<file path="src/ioo_pkg.sv">
// Constants and types shared by the indexed offset operand decoder
`default_nettype none
package ioo_pkg;
  // ----------------------------------------------------------------
  // Register map (byte addresses, one 32-bit word each)
  // ----------------------------------------------------------------
  localparam logic [7:0]  SFP_OFFSET    = 8'h00;
  localparam logic [7:0]  BANK_OFFSET   = 8'h04;
  localparam logic [7:0]  STATUS_OFFSET = 8'h08;
  // ----------------------------------------------------------------
  // Field positions and widths
  // ----------------------------------------------------------------
  localparam int          ADDR_W        = 12;
  localparam int          BANK_W        = 4;
  localparam int          FILE_W        = 8;
  localparam int          STAT_EXT_BIT  = 0;
  localparam int          STAT_RUN_BIT  = 1;
  localparam int          STAT_IDX_BIT  = 2;
  // ----------------------------------------------------------------
  // Reset values
  // ----------------------------------------------------------------
  localparam logic [11:0] SFP_RESET     = 12'h000;
  localparam logic [3:0]  BANK_RESET    = 4'h0;
  // ----------------------------------------------------------------
  // Address map of the access bank and offset window
  // ----------------------------------------------------------------
  localparam logic [7:0]  OFFSET_LIMIT  = 8'h5f;
  localparam logic [3:0]  LOW_ACC_BANK  = 4'h0;
  localparam logic [3:0]  HIGH_ACC_BANK = 4'hf;
  // ----------------------------------------------------------------
  // Timing: clocks for the configuration synchroniser to settle
  // ----------------------------------------------------------------
  localparam logic [1:0]  SETTLE_COUNT  = 2'h3;

  typedef enum logic [1:0] {
    ST_SETTLE = 2'b01,
    ST_RUN    = 2'b10
  } ioo_state_t;
endpackage : ioo_pkg
`default_nettype wire

</file>
<file path="src/ioo_addr_calc.sv">
// Combinational operand address former: literal or indexed offset
`default_nettype none
module ioo_addr_calc (
  input  wire logic [7:0]  file_field,
  input  wire logic        access_bit,
  input  wire logic        ext_en,
  input  wire logic [11:0] sfp,
  input  wire logic [3:0]  bank,
  output logic      [11:0] data_addr,
  output logic             indexed
);
  logic low_half;

  always_comb begin
    low_half  = (file_field <= ioo_pkg::OFFSET_LIMIT);
    // Same test for every byte and bit opcode carrying the access bit
    indexed   = ext_en && !access_bit && low_half;
    if (indexed) begin
      // Offset from stack frame pointer; zero pointer maps to bank 0
      data_addr = sfp + {4'h0, file_field};
    end else if (access_bit) begin
      data_addr = {bank, file_field};
    end else if (low_half) begin
      data_addr = {ioo_pkg::LOW_ACC_BANK, file_field};
    end else begin
      // Upper access bank stays literal in both modes
      data_addr = {ioo_pkg::HIGH_ACC_BANK, file_field};
    end
  end
endmodule : ioo_addr_calc
`default_nettype wire

</file>
<file path="src/ioo_operand_decode.sv">
// Operand address decode for byte and bit instructions, Wishbone slave
// Notes on behaviour
// - Extension off: file field is literal, access bank or bank register.
// - Extension on, access bit 0, field up to 5Fh: pointer plus field.
// - Fields above 5Fh with access bit 0 always address the access bank literally.
// - Indexed interpretation covers every byte and bit opcode alike.
// - Pointer 00h gives the same locations as plain access bank.
// - Destination bit keeps its usual meaning in indexed mode.
// - Destination 0 writes working register, 1 writes the file register.
`default_nettype none
module ioo_operand_decode (
  input  wire logic        CLK,
  input  wire logic        RST_N,
  input  wire logic        CFG_EXT_EN,
  input  wire logic        DEC_VALID,
  input  wire logic [7:0]  DEC_FILE,
  input  wire logic        DEC_ACCESS,
  input  wire logic        DEC_DEST,
  output logic             ADDR_VALID,
  output logic      [11:0] DATA_ADDR,
  output logic             INDEXED,
  output logic             DEST_W,
  output logic             DEST_FILE,
  input  wire logic        WB_CYC_I,
  input  wire logic        WB_STB_I,
  input  wire logic        WB_WE_I,
  input  wire logic [7:0]  WB_ADR_I,
  input  wire logic [3:0]  WB_SEL_I,
  input  wire logic [31:0] WB_DAT_I,
  output logic      [31:0] WB_DAT_O,
  output logic             WB_ACK_O
);
  typedef struct packed {
    logic                 cfg_s1;
    logic                 cfg_s2;
    logic                 cfg_s3;
    logic [1:0]           settle;
    ioo_pkg::ioo_state_t  state;
    logic                 ext_en;
    logic [11:0]          sfp;
    logic [3:0]           bank;
    logic                 ack;
    logic [31:0]          rdata;
    logic                 addr_valid;
    logic [11:0]          data_addr;
    logic                 indexed;
    logic                 dest_w;
    logic                 dest_file;
  } ioo_regs_t;

  ioo_regs_t   r_reg;
  ioo_regs_t   r_next;
  logic [11:0] calc_addr;
  logic        calc_indexed;
  logic        bus_req;

  // ----------------------------------------------------------------
  // Register select
  // ----------------------------------------------------------------
  function automatic logic [2:0] reg_sel(input logic [7:0] adr);
    reg_sel = 3'h0;
    unique case (adr)
      ioo_pkg::SFP_OFFSET:    reg_sel = 3'h1;
      ioo_pkg::BANK_OFFSET:   reg_sel = 3'h2;
      ioo_pkg::STATUS_OFFSET: reg_sel = 3'h4;
      default:                reg_sel = 3'h0;
    endcase
  endfunction : reg_sel

  ioo_addr_calc u_calc (
    .file_field (DEC_FILE),
    .access_bit (DEC_ACCESS),
    .ext_en     (r_reg.ext_en),
    .sfp        (r_reg.sfp),
    .bank       (r_reg.bank),
    .data_addr  (calc_addr),
    .indexed    (calc_indexed)
  );

  assign bus_req = WB_CYC_I && WB_STB_I && !r_reg.ack;

  // ----------------------------------------------------------------
  // Next state
  // ----------------------------------------------------------------
  always_comb begin
    r_next        = r_reg;
    // Configuration pin synchroniser
    r_next.cfg_s1 = CFG_EXT_EN;
    r_next.cfg_s2 = r_reg.cfg_s1;
    r_next.cfg_s3 = r_reg.cfg_s2;
    unique case (r_reg.state)
      ioo_pkg::ST_SETTLE: begin
        if (r_reg.settle == ioo_pkg::SETTLE_COUNT &&
            r_reg.cfg_s2 == r_reg.cfg_s3) begin
          // Captured once; held until the next reset
          r_next.ext_en = r_reg.cfg_s3;
          r_next.state  = ioo_pkg::ST_RUN;
        end else if (r_reg.settle != ioo_pkg::SETTLE_COUNT) begin
          r_next.settle = r_reg.settle + 2'h1;
        end
      end
      ioo_pkg::ST_RUN: begin
        r_next.state = ioo_pkg::ST_RUN;
      end
      default: begin
        r_next.state = ioo_pkg::ST_SETTLE;
      end
    endcase
    // Decode path, one cycle of latency
    r_next.addr_valid = DEC_VALID && (r_reg.state == ioo_pkg::ST_RUN);
    if (DEC_VALID) begin
      r_next.data_addr = calc_addr;
      r_next.indexed   = calc_indexed;
      r_next.dest_file = DEC_DEST;
      r_next.dest_w    = !DEC_DEST;
    end
    // Wishbone slave: ack one cycle after the request is seen
    r_next.ack   = bus_req;
    r_next.rdata = 32'h0000_0000;
    // Writes land at the edge where the master samples ack high
    if (WB_CYC_I && WB_STB_I && WB_WE_I && r_reg.ack) begin
      unique case (reg_sel(WB_ADR_I))
        3'h1: begin
          if (WB_SEL_I[0]) begin
            r_next.sfp[7:0] = WB_DAT_I[7:0];
          end
          if (WB_SEL_I[1]) begin
            r_next.sfp[11:8] = WB_DAT_I[11:8];
          end
        end
        3'h2: begin
          if (WB_SEL_I[0]) begin
            r_next.bank = WB_DAT_I[3:0];
          end
        end
        default: begin
        end
      endcase
    end
    if (bus_req && !WB_WE_I) begin
      unique case (reg_sel(WB_ADR_I))
        3'h1: r_next.rdata = {20'h00000, r_reg.sfp};
        3'h2: r_next.rdata = {28'h0000000, r_reg.bank};
        3'h4: begin
          r_next.rdata[ioo_pkg::STAT_EXT_BIT] = r_reg.ext_en;
          r_next.rdata[ioo_pkg::STAT_RUN_BIT] =
            (r_reg.state == ioo_pkg::ST_RUN);
          r_next.rdata[ioo_pkg::STAT_IDX_BIT] = r_reg.indexed;
        end
        default: r_next.rdata = 32'h0000_0000;
      endcase
    end
  end

  // ----------------------------------------------------------------
  // State register
  // ----------------------------------------------------------------
  always_ff @(posedge CLK) begin
    if (!RST_N) begin
      r_reg            <= '0;
      r_reg.state      <= ioo_pkg::ST_SETTLE;
      r_reg.sfp        <= ioo_pkg::SFP_RESET;
      r_reg.bank       <= ioo_pkg::BANK_RESET;
      r_reg.dest_w     <= 1'b1;
    end else begin
      r_reg <= r_next;
    end
  end

  assign ADDR_VALID = r_reg.addr_valid;
  assign DATA_ADDR  = r_reg.data_addr;
  assign INDEXED    = r_reg.indexed;
  assign DEST_W     = r_reg.dest_w;
  assign DEST_FILE  = r_reg.dest_file;
  assign WB_DAT_O   = r_reg.rdata;
  assign WB_ACK_O   = r_reg.ack;
endmodule : ioo_operand_decode
`default_nettype wire

</file>
<file path="config.mk">
export PLATFORM = sky130hd
export DESIGN_NAME = ioo_operand_decode
export DESIGN_NICKNAME = d
export VERILOG_FILES = /design/src/ioo_pkg.sv /design/src/ioo_addr_calc.sv /design/src/ioo_operand_decode.sv
export SDC_FILE = /design/constraint.sdc
export NUM_CORES = 1
export LEC_CHECK = 0
export BUFFER_PORTS_ARGS = -buffer_cell sky130_fd_sc_hd__buf_2
export CORE_MARGIN = 3
export CORE_UTILIZATION = 49
export DETAILED_ROUTE_END_ITERATION = 8
export PLACE_DENSITY = 0.86
export SLEW_MARGIN = 20
export SYNTH_ARGS = -nofsm -noshare
export SYNTH_HDL_FRONTEND = slang
export SYNTH_SLANG_ARGS = --single-unit
</file>
<file path="constraint.sdc">
create_clock -name CLK -period 2.83 [get_ports CLK]
set_input_delay 0.283 -clock CLK [delete_from_list [all_inputs] [get_ports CLK]]
set_output_delay 0.283 -clock CLK [all_outputs]
set_load 0.005 [all_outputs]
</file>
==> flow_summary.toml <==
[floorplanning]
ios = 110
die_area_sq_mm = 0.006931
core.rowCount = 27
start_util = 0.5183
core_sq_mm = 0.005642
die-width_um = 83.25
die_y_um = 83.25

[worst_setup_path]
r2r_start = "r_reg[53]"
startpoint_type = "flop"
crit_path_cell_trace = "ha_1 > fa_1 > a21o_1 > a221oi_1 > o21ai_0 > xnor2_1 > o22ai_1"
required_ns = 3.02
worst-setup-path-type = "flop to flop"
slowest_delay_ns = 0.50
path_max_fanout = 3
endpoint_kind = "flop"
rr_worst_depth = 7
critPathArrivalTime_ns = 2.49
reg2reg_slack_ns = 0.53
r2r_end = "DATA_ADDR[10]"
slowest_stage = "a221oi_1"

[route]
ant_nets = 0
wl_per_cell_um = 14.54
drtPass1Iterations = 4
drt-vias-per-instance = 5.240
drtIter0Drc = 107
vias = 2227
routed_wl_um = 6181
drc = 0

[yosys]
syn_avg_cell_area_sq_um = 9.312
syn_area_sq_mm = 0.002924
synth_area_leader_cell = "dfxtp_1"
synth.most_common_cell = "dfxtp_1"
ys_seq_area_frac = 0.3629
postSynthCellCount = 314
synth_top_area_frac = 0.3629
ys_top_cells_by_area = "dfxtp_1 (36%), buf_4 (12%), mux2i_1 (9.2%)"
yosysWarningCount = 0
ys_types = 49
synth_common_cells = "dfxtp_1 (53), buf_4 (45), mux2i_1 (27)"
yosys_most_used_dff = "dfxtp_1"
synthArstFlopShare = 0
synth_seq_cells = 53
synth_edf_count = 0

[clock_network]
ctsHoldBuffers = 0
clockBufferDepth = 2
postCtsResizedCells = 0
path_clk_slew_ns = 0.10
cts_max_level = 2
cts_tree = "built"
clk-insertion-delay-late_ns = 0.31
cts_setup_buffers = 0
clockRootBuffer = "clkbuf_8"
cts.sinks = 53
cts-buffers-inserted = 5

[outcome]
status = "complete, no violations"

[sta]
max_slew_margin = 0.6250
worst_slew_pin_slew_ns = 0.5613
post-route-period-util = 0.8131
max_freq_ghz = 0.4346
rsz0062_at_grt = "false"
worst_hold_slack_ns = 0.1710
finalSetupViolations = 0
hold_violations = 0
setup-tns-final_ns = 0
fin_crit_ns = 2.301
drv_slew = 0
fin_skew_ns = 0.006039

[global_routing]
grt_max_degree = 42
grt_usage = 0.1790
grt_pass1_vias = 2181
grt_overflow_total = 0
grt_pass1_wl_um = 10220
antenna_found_initial = 0

[power]
p_leak_nw = 1.631
ir_worst_vdd_v = 0.0002983
comb_power_share = 0.166
power_switching_share = 0.2604
power_density_mw_per_mm2 = 511.0
switchingPower_mw = 0.4226
internal-power_mw = 1.200
power_frac_clock = 0.334
seqPwrFrac = 0.500
power_mw = 1.623

[placed_design]
place.gp.congestion = 0.9298
numPortBuffers = 67
dp_hpwl_um = 4672

[hold_path]
min_from = "CFG_EXT_EN"
holdPathStages = 2
whs_endpoint = "r_next[71]"
hold_path_class = "input port to flop"

[layout]
area_growth_pct = 8.601
final_util = 0.5629
antenna_cells = 0
largest_register_ffs = 22
nets = 425
layout-drive-gt1-share = 0.2436

[flow_run]
drv_cap = 0
[power groups by stage]
stage | sequential, mW | combinational (mW) | clock, mW
finish | 0.811 | 0.270 | 0.542
global route | 0.816 | 0.305 | 0.576
CTS | 0.811 | 0.270 | 0.548
detailed placement | 0.827 | 0.268 | 0
global placement | 0.825 | 0.249 | 0
floorplan | 0.822 | 0.220 | 0
[worst max-delay path, delay by kind of cell (launching register included)]
family,cells,cell delay [ns]
XOR/XNOR,1,0.18
AO/OA/AOI/OAI,4,1.02
flip-flops,1,0.35
adder cells (fa/ha/maj),2,0.63
[placed cells by master (no fill, tap or decap), drive strengths merged, types with 2 or more instances in the layout]
master / synthesis / routed
a21oi: 12 / 12
and4: 2 / 2
o21ai: 11 / 11
nand2: 14 / 14
and3: 15 / 15
nand4: 3 / 3
dfxtp: 53 / 53
o211a: 6 / 6
nor3b: 2 / 2
o211ai: 3 / 3
ha: 11 / 11
a21o: 6 / 6
buf: 45 / 70
conb: 1 / 20
inv: 4 / 4
or4: 2 / 2
nor2: 12 / 12
nand3: 4 / 4
and2: 8 / 8
nand2b: 3 / 3
mux2: 2 / 2
xor2: 2 / 2
mux2i: 27 / 27
clkbuf: 13 / 6
a21boi: 4 / 4
nor4: 2 / 2
xnor2: 5 / 5
a211oi: 2 / 2
nor2b: 23 / 23
[kinds of logic after synthesis]
kind of cell / count (synthesis) / synth area share
multiplexers: 29 / 0.1001
buffers and inverters: 62 / 0.1378
flip-flops: 53 / 0.3629
other: 1 / 0.001282
XOR/XNOR: 7 / 0.02097
AO/OA/AOI/OAI: 54 / 0.1267
AND/OR/NAND/NOR: 96 / 0.1964
adder cells (fa/ha/maj): 12 / 0.05391
[worst max-delay path by stage]
stage / end / cells after the start / start
5_1_grt: DATA_ADDR[10] / 7 / r_reg[53]
3_5_place_dp: DATA_ADDR[10] / 8 / DEC_FILE[0]
4_1_cts: DATA_ADDR[10] / 7 / r_reg[53]
2_1_floorplan: DATA_ADDR[10] / 7 / r_reg[53]
3_3_place_gp: DATA_ADDR[10] / 8 / DEC_FILE[0]
6_report: DATA_ADDR[10] / 7 / r_reg[53]
[metal layers]
metal  vias to the layer above  track usage  share of wire
li1                       1112            -              -
met1                      1031       0.2164           0.44
met2                        73       0.3076           0.48
met3                        11      0.03968          0.066
met4                         0      0.06984          0.019
met5                         -            0              0
[per-stage QoR]
stage                     setup WS, ns  std cells  area, sq um
after floorplan                 0.8657        333         2995
after global routing            0.3564        425         3176
final                           0.5289        425         3176
after detailed placement        0.4895        417         3055
after CTS                       0.5573        425         3176
after global placement          0.5802        417         3055
[layout make-up]
cell class | count | area, sq um
Timing Repair Buffer | 70 | 357.8
Clock buffer | 6 | 82.58
Clock inverter | 2 | 37.54
Fill cell | 504 | 2466
Tap cell | 72 | 90.09
Sequential cell | 53 | 1061
Inverter | 4 | 15.01
Multi-Input combinational cell | 218 | 1531
No activity file was read; power rests on OpenSTA's default activity.
